## src/logic/bsc_pkg.sv

```systemverilog
// Purpose: Shared constants and types for the backed-SRAM clock port host
// Assumes: 50 MHz host clock, byte-wide asynchronous memory with clock bytes
// Notes:   Pin timing counts derived from nanosecond figures below
package bsc_pkg;

	// ------------------------------------------------------------------
	// Array geometry and clock byte map
	// ------------------------------------------------------------------
	localparam int         ADDR_W        = 15;
	localparam int         DATA_W        = 8;
	localparam logic [14:0] CLK_CTRL_ADDR = 15'h7FF8;
	localparam logic [14:0] CLK_SEC_ADDR  = 15'h7FF9;
	localparam logic [14:0] CLK_YEAR_ADDR = 15'h7FFF;
	localparam int         CTRL_WRITE_BIT = 7;
	localparam int         CTRL_READ_BIT  = 6;

	// ------------------------------------------------------------------
	// Timing, in ns as printed, then cycles
	// ------------------------------------------------------------------
	localparam int CLK_NS  = 20;
	localparam int RD_NS   = 70;  // Address and enable access
	localparam int WR_NS   = 60;  // Address valid to strobe high
	localparam int CYC_NS  = 70;  // Least cycle time
	localparam int RD_CYC  = (RD_NS + CLK_NS - 1) / CLK_NS;
	localparam int WR_CYC  = (WR_NS + CLK_NS - 1) / CLK_NS;
	localparam int GAP_CYC = (CYC_NS + CLK_NS - 1) / (2 * CLK_NS);
	localparam logic [2:0] RD_LOAD  = 3'(RD_CYC - 1);
	localparam logic [2:0] WR_LOAD  = 3'(WR_CYC - 1);
	localparam logic [2:0] GAP_LOAD = 3'(GAP_CYC - 1);

	// ------------------------------------------------------------------
	// Types
	// ------------------------------------------------------------------
	typedef enum logic [2:0] {
		ST_IDLE,
		ST_READ,
		ST_SETUP,
		ST_WRITE,
		ST_HOLD,
		ST_GAP
	} bsc_state_e;

	typedef struct packed {
		logic        ce_n;
		logic        oe_n;
		logic        we_n;
		logic [14:0] addr;
		logic [7:0]  dout;
		logic        dout_oe;
	} bsc_pins_s;

	localparam bsc_pins_s PINS_IDLE = '{
		ce_n: 1'b1, oe_n: 1'b1, we_n: 1'b1,
		addr: 15'h0000, dout: 8'h00, dout_oe: 1'b0};

endpackage

```

## src/logic/bsc_host_ctrl.sv

```systemverilog
// Purpose: Host-side controller driving a battery-backed byte-wide memory
// Assumes: PWR_OK_IN is a synchronous supply-good flag from a supervisor
// Notes:   One access at a time; request taken only while READY_OUT is high
//
// Summary of operation
// - Write while select and strobe both low
// - Write ends on first rising control edge
// - Host holds address and data stable
// - Host keeps controls high between cycles
// - Host keeps output enable high writing
`timescale 1ns/1ps
module bsc_host_ctrl #(
	parameter int unsigned REC_CYC = 10000 // Power-up recovery cycles
) (
	input  wire logic        CLK_IN,
	input  wire logic        NRST_IN,
	input  wire logic        CLK_EN_IN,
	input  wire logic        PWR_OK_IN,
	input  wire logic        REQ_IN,
	input  wire logic        WR_IN,
	input  wire logic [14:0] ADDR_IN,
	input  wire logic [7:0]  WDATA_IN,
	output logic             READY_OUT,
	output logic             DONE_OUT,
	output logic             ERR_OUT,
	output logic [7:0]       RDATA_OUT,
	output logic [14:0]      MEM_ADDR_OUT,
	output logic             MEM_CE_N_OUT,
	output logic             MEM_OE_N_OUT,
	output logic             MEM_WE_N_OUT,
	input  wire logic [7:0]  DATA_IN,
	output logic [7:0]       DATA_OUT,
	output logic             DATA_OE_OUT
);

	// ------------------------------------------------------------------
	// State
	// ------------------------------------------------------------------
	bsc_pkg::bsc_state_e state_ff;
	bsc_pkg::bsc_state_e nxt_state;
	bsc_pkg::bsc_pins_s  pins_ff;
	bsc_pkg::bsc_pins_s  nxt_pins;
	logic [2:0]          cnt_ff;
	logic [2:0]          nxt_cnt;
	logic                done_ff;
	logic                nxt_done;
	logic                err_ff;
	logic                nxt_err;
	logic [7:0]          rdata_ff;
	logic [7:0]          nxt_rdata;
	logic [31:0]         rec_ff;
	logic [31:0]         nxt_rec;
	logic                ready_ff;
	logic                nxt_ready;
	logic                take;

	// Request accepted only when idle, powered and recovered
	assign take = REQ_IN && ready_ff && PWR_OK_IN;

	// ------------------------------------------------------------------
	// Access sequencer
	// ------------------------------------------------------------------
	// Next-state logic for pins and sequencing
	always_comb begin
		nxt_state = state_ff;
		nxt_pins  = pins_ff;
		nxt_cnt   = cnt_ff;
		nxt_done  = 1'b0;
		nxt_err   = 1'b0;
		nxt_rdata = rdata_ff;
		if (!PWR_OK_IN) begin
			// Drop all controls; a write in flight may spoil its byte
			nxt_pins  = bsc_pkg::PINS_IDLE;
			nxt_state = bsc_pkg::ST_IDLE;
			// A finished access waiting out its gap is not aborted
			if (state_ff != bsc_pkg::ST_IDLE &&
				state_ff != bsc_pkg::ST_GAP) begin
				nxt_done = 1'b1;
				nxt_err  = 1'b1;
			end
		end else begin
			case (state_ff)
				bsc_pkg::ST_IDLE: begin
					if (take) begin
						nxt_pins.addr = ADDR_IN;
						if (WR_IN) begin
							// Address and data settle before strobes
							nxt_pins.dout    = WDATA_IN;
							nxt_pins.dout_oe = 1'b1;
							nxt_state        = bsc_pkg::ST_SETUP;
						end else begin
							// Select and enable together; wait out access
							nxt_pins.ce_n = 1'b0;
							nxt_pins.oe_n = 1'b0;
							nxt_cnt       = bsc_pkg::RD_LOAD;
							nxt_state     = bsc_pkg::ST_READ;
						end
					end
				end
				bsc_pkg::ST_READ: begin
					if (cnt_ff == 3'h0) begin
						// Sample only after full access; early data is junk
						nxt_rdata     = DATA_IN;
						nxt_done      = 1'b1;
						nxt_pins.ce_n = 1'b1;
						nxt_pins.oe_n = 1'b1;
						nxt_cnt       = bsc_pkg::GAP_LOAD;
						nxt_state     = bsc_pkg::ST_GAP;
					end else begin
						nxt_cnt = cnt_ff - 3'h1;
					end
				end
				bsc_pkg::ST_SETUP: begin
					// Both fall on one edge so outputs never turn on
					nxt_pins.ce_n = 1'b0;
					nxt_pins.we_n = 1'b0;
					nxt_cnt       = bsc_pkg::WR_LOAD;
					nxt_state     = bsc_pkg::ST_WRITE;
				end
				bsc_pkg::ST_WRITE: begin
					if (cnt_ff == 3'h0) begin
						// Rising strobes end the write on held data
						nxt_pins.ce_n = 1'b1;
						nxt_pins.we_n = 1'b1;
						nxt_state     = bsc_pkg::ST_HOLD;
					end else begin
						nxt_cnt = cnt_ff - 3'h1;
					end
				end
				bsc_pkg::ST_HOLD: begin
					// One more cycle of data and address for hold
					nxt_pins.dout_oe = 1'b0;
					nxt_done         = 1'b1;
					nxt_cnt          = bsc_pkg::GAP_LOAD;
					nxt_state        = bsc_pkg::ST_GAP;
				end
				bsc_pkg::ST_GAP: begin
					// Controls stay high between accesses
					if (cnt_ff == 3'h0) begin
						nxt_state = bsc_pkg::ST_IDLE;
					end else begin
						nxt_cnt = cnt_ff - 3'h1;
					end
				end
				default: begin
					nxt_pins  = bsc_pkg::PINS_IDLE;
					nxt_state = bsc_pkg::ST_IDLE;
				end
			endcase
		end
	end

	// Recovery counter restarts on every supply fault
	always_comb begin
		if (!PWR_OK_IN) begin
			nxt_rec = REC_CYC;
		end else if (rec_ff != 32'h0) begin
			nxt_rec = rec_ff - 32'h1;
		end else begin
			nxt_rec = rec_ff;
		end
		nxt_ready = (nxt_state == bsc_pkg::ST_IDLE) && PWR_OK_IN &&
			(nxt_rec == 32'h0);
	end

	// Sequencer and pin registers
	always_ff @(posedge CLK_IN or negedge NRST_IN) begin
		if (!NRST_IN) begin
			state_ff <= bsc_pkg::ST_IDLE;
			pins_ff  <= bsc_pkg::PINS_IDLE;
			cnt_ff   <= 3'h0;
			done_ff  <= 1'b0;
			err_ff   <= 1'b0;
			rdata_ff <= 8'h00;
		end else if (CLK_EN_IN) begin
			state_ff <= nxt_state;
			pins_ff  <= nxt_pins;
			cnt_ff   <= nxt_cnt;
			done_ff  <= nxt_done;
			err_ff   <= nxt_err;
			rdata_ff <= nxt_rdata;
		end
	end

	// Power recovery; reset assumes the supply just came up
	always_ff @(posedge CLK_IN or negedge NRST_IN) begin
		if (!NRST_IN) begin
			rec_ff   <= REC_CYC;
			ready_ff <= 1'b0;
		end else if (CLK_EN_IN) begin
			rec_ff   <= nxt_rec;
			ready_ff <= nxt_ready;
		end
	end

	// ------------------------------------------------------------------
	// Outputs, all straight from flops
	// ------------------------------------------------------------------
	assign READY_OUT    = ready_ff;
	assign DONE_OUT     = done_ff;
	assign ERR_OUT      = err_ff;
	assign RDATA_OUT    = rdata_ff;
	assign MEM_ADDR_OUT = pins_ff.addr;
	assign MEM_CE_N_OUT = pins_ff.ce_n;
	assign MEM_OE_N_OUT = pins_ff.oe_n;
	assign MEM_WE_N_OUT = pins_ff.we_n;
	assign DATA_OUT     = pins_ff.dout;
	assign DATA_OE_OUT  = pins_ff.dout_oe;
endmodule

```

## config.mk

```make
export PLATFORM = sky130hd
export DESIGN_NAME = bsc_host_ctrl
export DESIGN_NICKNAME = d
export VERILOG_FILES = /design/src/logic/bsc_pkg.sv /design/src/logic/bsc_host_ctrl.sv
export SDC_FILE = /design/constraint.sdc
export NUM_CORES = 1
export LEC_CHECK = 0
export BUFFER_PORTS_ARGS = -buffer_cell sky130_fd_sc_hd__buf_4
export CORE_MARGIN = 2
export CORE_UTILIZATION = 51
export DETAILED_ROUTE_END_ITERATION = 10
export PLACE_DENSITY = 0.81
export SLEW_MARGIN = 20
export SYNTH_ARGS = -nofsm -noshare
export SYNTH_HDL_FRONTEND = slang
export SYNTH_SLANG_ARGS = --single-unit
```

## constraint.sdc

```tcl
create_clock -name CLK_IN -period 2.64 [get_ports CLK_IN]
set_input_delay 0 -clock CLK_IN [delete_from_list [all_inputs] [get_ports CLK_IN]]
set_output_delay 0 -clock CLK_IN [all_outputs]
set_load 0.05 [all_outputs]
```

==> results of run 1 <==
==> power by group <==
part / switching (mW) / internal (mW) / total, mW
logic: 1.11 / 0.692 / 1.80
clock network: 0.465 / 0.345 / 0.811
registers: 0.226 / 1.41 / 1.63
==> cells by family after synthesis <==
| logic type | after synthesis |
|---|---|
| adder cells (fa/ha/maj) | 5 |
| AND/OR/NAND/NOR | 188 |
| multiplexers | 20 |
| buffers and inverters | 41 |
| XOR/XNOR | 11 |
| AO/OA/AOI/OAI | 132 |
| flip-flops | 76 |
==> cell type report <==
type	count	area [sq um]	share of cell area
clock inverters	5	37.54	0.006421
repair buffers	149	1210	0.2070
inverters	15	56.30	0.009632
multi-input cells	356	2367	0.4050
flip-flops and latches	76	1912	0.3271
clock buffers	11	131.4	0.02247
well taps	105	131.4	0.02247
==> layer usage <==
layer  vias up  wire length (microns)  global-route usage
li1       1993                      -                   -
met1      2054                   5329              0.3765
met2       172                   6248              0.4606
met3        26                    675             0.05325
met4         0                    288              0.1036
met5         -                      0                   0
==> synthesized netlist by cell type, types with 2 or more instances <==
master	instances	share of area
o2111ai_1	3	0.0061
o2bb2ai_1	13	0.026
or3_1	11	0.016
a22o_1	16	0.032
nor4_2	2	0.0058
and4_4	2	0.0052
mux2i_1	11	0.025
mux2_2	9	0.023
a31oi_1	7	0.010
o21ai_1	2	0.0023
o31ai_1	3	0.0052
a21oi_1	16	0.019
nor3_4	2	0.0075
o211ai_1	4	0.0070
inv_1	15	0.013
clkbuf_1	22	0.019
nor3_1	17	0.020
ha_1	4	0.012
xor2_1	5	0.010
nor4_1	8	0.012
o21ai_0	50	0.058
nor2_1	42	0.036
dfstp_2	8	0.049
xnor2_1	6	0.012
nand3_1	10	0.012
a21o_1	4	0.0070
or2_2	2	0.0029
and4_1	2	0.0041
dfrtp_1	68	0.39
nand2b_1	4	0.0058
or4_4	2	0.0052
and2_1	2	0.0029
buf_1	2	0.0017
or4_1	2	0.0035
nand3b_1	2	0.0035
nand2_1	64	0.056
==> worst max-delay path, delay by kind of cell (launching register included) <==
kind | cells | cell delay, ns
xor+xnor | 1 | 0.15
flops | 1 | 0.44
simple gates | 4 | 1.01
buf+inv | 2 | 0.21
fa+ha+maj | 1 | 0.15
compound gates | 3 | 0.67
==> state kept, by name, summed over array words and instances (netlist names), 3 cells and up <==
| name | flops |
|---|---|
| DATA_OUT | 8 |
| MEM_ADDR_OUT | 15 |
| RDATA_OUT | 8 |
| cnt_ff | 3 |
| rec_ff | 32 |
| state_ff | 3 |
==> stage by stage <==
step                      worst slack [ns]    TNS, ns
after floorplan                     0.1480          0
after global placement             0.08301          0
after detailed placement         -0.005381  -0.005381
after CTS                         0.005236          0
after global routing               -0.2076    -0.4281
final                              -0.1016    -0.1016
==> worst max path at each step <==
stage,from,endpoint,cells after the start
6_report,rec_ff[1]$_DFFE_PN0P_,READY_OUT$_DFFE_PN0P_,11
5_1_grt,rec_ff[1]$_DFFE_PN0P_,READY_OUT$_DFFE_PN0P_,12
4_1_cts,rec_ff[0]$_DFFE_PN0P_,READY_OUT$_DFFE_PN0P_,10
3_5_place_dp,rec_ff[0]$_DFFE_PN0P_,READY_OUT$_DFFE_PN0P_,10
3_3_place_gp,rec_ff[0]$_DFFE_PN0P_,READY_OUT$_DFFE_PN0P_,10
2_1_floorplan,rec_ff[0]$_DFFE_PN0P_,READY_OUT$_DFFE_PN0P_,10
==> what timing repair did <==
| action | in CTS | in global routing |
|---|---|---|
| setup endpoints to repair | 1 | 3 |
| setup buffers | 1 | 9 |
| pin swaps | 1 | 14 |
| gates resized for setup | 1 | 26 |
| endpoints found under the hold margin | 99 | 0 |
| hold buffers | 32 | 0 |
==> key figures, run 1 <==
Logic synthesis
  – Syn Area/Cell: slightly above 9 sq um
  – Mapped Area: between 4000 and 5000 sq um
  – Main synth FF type: dfrtp_1
  – Fraction of the mapped netlist area in adder cells: 0.01390
  – Largest family of logic cells by synthesized area: simple AND/OR/NAND/NOR gates
  – Compound-Gate Fraction of Synth Area: 0.2068
  – Syn Inst Count: 473
  – Netlist cell types: between 60 and 70
  – Xor-xnor portion of the synthesized cell area: 0.02230
  – FFs w/ async S/R, synth: 1.000
  – Mux contribution to synthesized area: 0.04894
  – Synthesis-stage register bit count: between 70 and 80
  – Post-Synth Simple-Gate Area: 0.2279
  – EDFF count, synth: 0
  – Synthesized Nets: 514
  – YS warnings: 0
  – Sequential area share after synthesis: 0.4425

STA
  – RSZ-0062 raised after global routing: true
  – Count of final hold-check violations: 0
  – Fmax: ~0.36 GHz
  – Relative slew margins: 0.3672
  – Setup-failing EPs final: 1
  – Worst setup margin: -0.1016 ns
  – Slew @ Worst Pin: approximately 0.95 ns
  – Worst Clk Skew: between 0.01 and 0.015 ns
  – Worst hold slack: 0.03848 ns
  – Final Cycle Share: 1.039
  – Fin. max-slew vios: 0
  – Final min period: approximately 2.7 ns

Power and ir drop
  – Lkg Pwr: 2.601 nW
  – Max IR drop VDD: ~580 uV
  – Total power: around 4.2 mW
  – Cell Pwr Density: around 730 nW/um^2

Final layout
  – ANT cells: 0
  – Fillers: 595
  – Final Instance Count excl. Fillers: 717
  – Layout Nets: around 650
  – Commonest cells after routing, fill and taps aside: buf_4, dfrtp_1, nand2_1
  – Share of cells above drive strength 1: 0.3088
  – Fin util: 0.7114
  – Most common cell after layout, fill and taps aside: buf_4
  – Final instance area: between 5000 and 6000 sq um
  – Layout area overhead: 35.30%

Drt
  – Number of vias per cell: roughly 5.9
  – Drc violations: 0
  – Vias: 4,245
  – DRT Wirelength: approximately 13,000 microns
  – Iteration-0 DRC Markers: about 290
  – DR WL/cell: between 15 and 20 microns
  – TritonRoute pass-1 iters: 5
  – Post-DRT Antenna Nets: 0

Place
  – Placed cell areas: slightly above 5000 sq um
  – Placer Congestion: slightly above 0.9
  – Dpl cells: between 600 and 700
  – Hpwl dp: 7868 microns
  – Port Buffers: 74

Min path
  – HP Class: in2reg
  – Worst Hold Launch: PWR_OK_IN
  – WHS Path Cells: 2
  – Worst Hold End: rec_ff[8]$_DFFE_PN1P_

Setup path
  – Reg-to-reg startpoint: rec_ff[1]$_DFFE_PN0P_
  – CP Data Required Time: just under 3 ns
  – Worst Path Arrival: ~3.0 ns
  – Worst Setup Start Kind: register
  – Path depth of the worst reg2reg path: 11
  – CP peak stage delay: about 0.48 ns
  – Critical-path cell list: inv_2, ha_2, or4b_4, nor3_4, a41o_4, buf_6, nor4_2, xor2_1, nor3_2, a41oi_2, o41ai_2
  – CP max-delay cell: or4b_4
  – CP Capture Type: register
  – WS Path Type: reg2reg
  – R2R setup slack: -0.10 ns
  – Crit Path Max Fanout: 7
  – Reg-to-reg critical path endpoint: READY_OUT$_DFFE_PN0P_

CTS
  – CTS tree: done
  – Number of buffers created by CTS: 9
  – Worst-Skew Late Latency: about 0.36 ns
  – H-tree levels: 3
  – CTS Root Cell: clkbuf_8
  – CTS sink count: between 70 and 80
  – Clock buffer depth: 2
  – Register clock-pin slew on the reported worst setup and hold paths: approximately 0.09 ns

Global route
  – Number of global-route vias before repair: slightly above 4,000
  – GRT Residual Overflow: 0
  – Global-route wire length before repair: about 20,000 microns
  – Initial antenna violation count: 0
  – Gr usage total: 0.2829
  – Largest net degree at the start of global routing: 77

Run status
  – Status: finished with violations
  – Failing checks: negative setup slack

Floorplan
  – Initial core utilization: 0.5258
  – Core Region: about 8200 sq um
  – # rows: 33
  – IO Pins: 75
  – Die area: slightly above 9000 sq um
  – Die H: 96.04 microns
  – Chip width: ~96 microns

Run
  – Number of max-cap violations: 0
Power figures use the tool's default switching activity.
==> run 2: changes to the inputs <==
Settings changed: CORE_UTILIZATION 51 to 56, PLACE_DENSITY 0.81 to 0.84.
Clock period 2.64 ns to 2.9 ns, I/O delays scaled along.
==> key figures, run 2 (same netlist as run 1, synthesis figures left out) <==
CTS
  – H-tree levels: 3
  – CTS Root Cell: clkbuf_8
  – CTS tree: done
  – Setup bufs post-CTS: 0
  – Number of buffers created by CTS: 9
  – CTS sink count: 76
  – Register clock-pin slew on the reported worst setup and hold paths: about 0.080 ns
  – Clock buffer depth: 2
  – Worst-Skew Late Latency: 0.36 ns

Setup path
  – CP max-delay cell: or4b_4
  – Top delay family on crit path: simple AND/OR/NAND/NOR gates
  – WS Path Type: reg2reg
  – Worst Setup Start Kind: register
  – Critical path buffer and inverter count: 1
  – Reg-to-reg critical path endpoint: READY_OUT$_DFFE_PN0P_
  – Path depth of the worst reg2reg path: 10
  – Critical-path cell list: inv_1, ha_1, or4b_4, nor3_4, and4_4, and2_2, o21ai_1, nor3_1, a41oi_1, o41ai_2
  – CP Capture Type: register
  – Worst Path Arrival: ~3.0 ns
  – CP Data Required Time: around 3.2 ns
  – Reg-to-reg startpoint: rec_ff[0]$_DFFE_PN0P_
  – CP peak stage delay: 0.49 ns
  – R2R setup slack: about 0.14 ns
  – Crit Path Max Fanout: 7

Drt
  – Drc violations: 0
  – Post-DRT Antenna Nets: 0
  – DR WL/cell: 17.57 microns
  – Vias: ~4,100
  – Number of vias per cell: a little over 6
  – TritonRoute pass-1 iters: 6
  – Iteration-0 DRC Markers: 363
  – DRT Wirelength: roughly 12,000 microns

Power and ir drop
  – Lkg Pwr: 2.468 nW
  – Cell Pwr Density: 694.3 nW/um^2
  – Total power: ~3.9 mW
  – Max IR drop VDD: 667.4 uV

Floorplan
  – Die area: about 8400 sq um
  – Die H: between 90 and 100 microns
  – Chip width: a little over 90 microns
  – # rows: 32
  – Initial core utilization: 0.5679
  – Core Region: approximately 7600 sq um
  – IO Pins: 75

Final layout
  – Largest Register: rec_ff
  – Layout area overhead: 28.58%
  – Fillers: approximately 520
  – Share of cells above drive strength 1: 0.2483
  – Multi-input logic area: about 2300 sq um
  – Max FFs per register: 32
  – ANT cells: 0
  – Most common cell after layout, fill and taps aside: buf_4
  – Commonest cells after routing, fill and taps aside: buf_4, dfrtp_1, nand2_1
  – Area occupied by registers: around 1900 sq um
  – Layout Nets: 617

STA
  – Relative slew margins: 0.3584
  – Count of final hold-check violations: 0
  – Slew @ Worst Pin: about 0.96 ns
  – Worst Clk Skew: approximately 0.012 ns
  – Fmax: about 0.36 GHz
  – RSZ-0062 raised after global routing: false
  – Final setup TNS: 0 ns
  – Final min period: 2.756 ns
  – Final Cycle Share: 0.9503
  – Setup-failing EPs final: 0
  – Fin. max-slew vios: 0

Global route
  – GRT Residual Overflow: 0
  – Gr usage total: 0.3006
  – Number of global-route vias before repair: about 4,200
  – Global-route wire length before repair: ~20,000 microns
  – Initial antenna violation count: 0
  – Largest net degree at the start of global routing: 77

Min path
  – Worst Hold End: rec_ff[8]$_DFFE_PN1P_
  – Worst Hold Launch: CLK_EN_IN
  – WHS Path Cells: 3
  – HP Class: in2reg

Place
  – Placer Congestion: between 0.9 and 1
  – Hpwl dp: about 7600 microns
  – Port Buffers: 74

Run
  – Number of max-cap violations: 0

Run status
  – Status: completed
-- run 2: cell types whose count changed in the layout (fill, tap and decap cells not counted), sizes merged --
cell / change
buf: -31
bufinv: +2
clkbuf: -1
clkinv: +1
clkinvlp: -2
inv: -1
-- run 2: tightest hold or removal path, stage by stage --
cell and delay [ns]:
buf_4 0.22, nor2_1 0.12, a21oi_1 0.04
-- run 2: worst max path at each step --
stage                          start               endpoint  slack [ns]  cells after the start
2_1_floorplan  rec_ff[0]$_DFFE_PN0P_  READY_OUT$_DFFE_PN0P_        0.41                     10
5_1_grt        rec_ff[0]$_DFFE_PN0P_  READY_OUT$_DFFE_PN0P_       0.009                     10
6_report       rec_ff[0]$_DFFE_PN0P_  READY_OUT$_DFFE_PN0P_        0.14                     10
3_3_place_gp   rec_ff[0]$_DFFE_PN0P_  READY_OUT$_DFFE_PN0P_        0.29                     10
4_1_cts        rec_ff[0]$_DFFE_PN0P_  READY_OUT$_DFFE_PN0P_        0.14                     10
3_5_place_dp   rec_ff[0]$_DFFE_PN0P_  READY_OUT$_DFFE_PN0P_        0.13                     10
-- run 2: routing by layer --
layer	GRT usage	share of wire
met4	0.1132	0.028
met3	0.04191	0.054
met5	0	0
met2	0.5098	0.52
met1	0.3936	0.40
-- run 2: power by group --
group	switching [mW]	total, mW	leakage, nW	internal, mW
registers	0.241	1.52	0.992	1.28
logic	0.908	1.45	1.37	0.542
clock network	0.404	0.883	0.106	0.479
-- run 2: metrics by stage --
stage	hold slack (ns)	instances	utilization	instance area, sq um	setup WS (ns)
2_1_floorplan	-0.2956	473	-	4320	0.4080
3_3_place_gp	0.2037	635	0.6563	4992	0.2925
3_5_place_dp	0.2148	635	0.6563	4992	0.1349
4_1_cts	0.03522	682	0.7255	5519	0.1354
5_1_grt	0.05994	682	0.7303	5555	0.008989
6_report	0.04640	682	0.7303	5555	0.1442
-- run 2: cell type report --
class | count | area share
multi-input cells | 356 | 0.4115
clock inverters | 5 | 0.01419
well taps | 102 | 0.02297
repair buffers | 118 | 0.1739
flip-flops and latches | 76 | 0.3444
clock buffers | 10 | 0.02297
inverters | 15 | 0.01014
-- run 2: repair_timing --
action	in CTS	in global routing
hold buffers	32	0
endpoints found under the hold margin	99	0
setup endpoints to repair	0	1
gates resized for setup	0	7
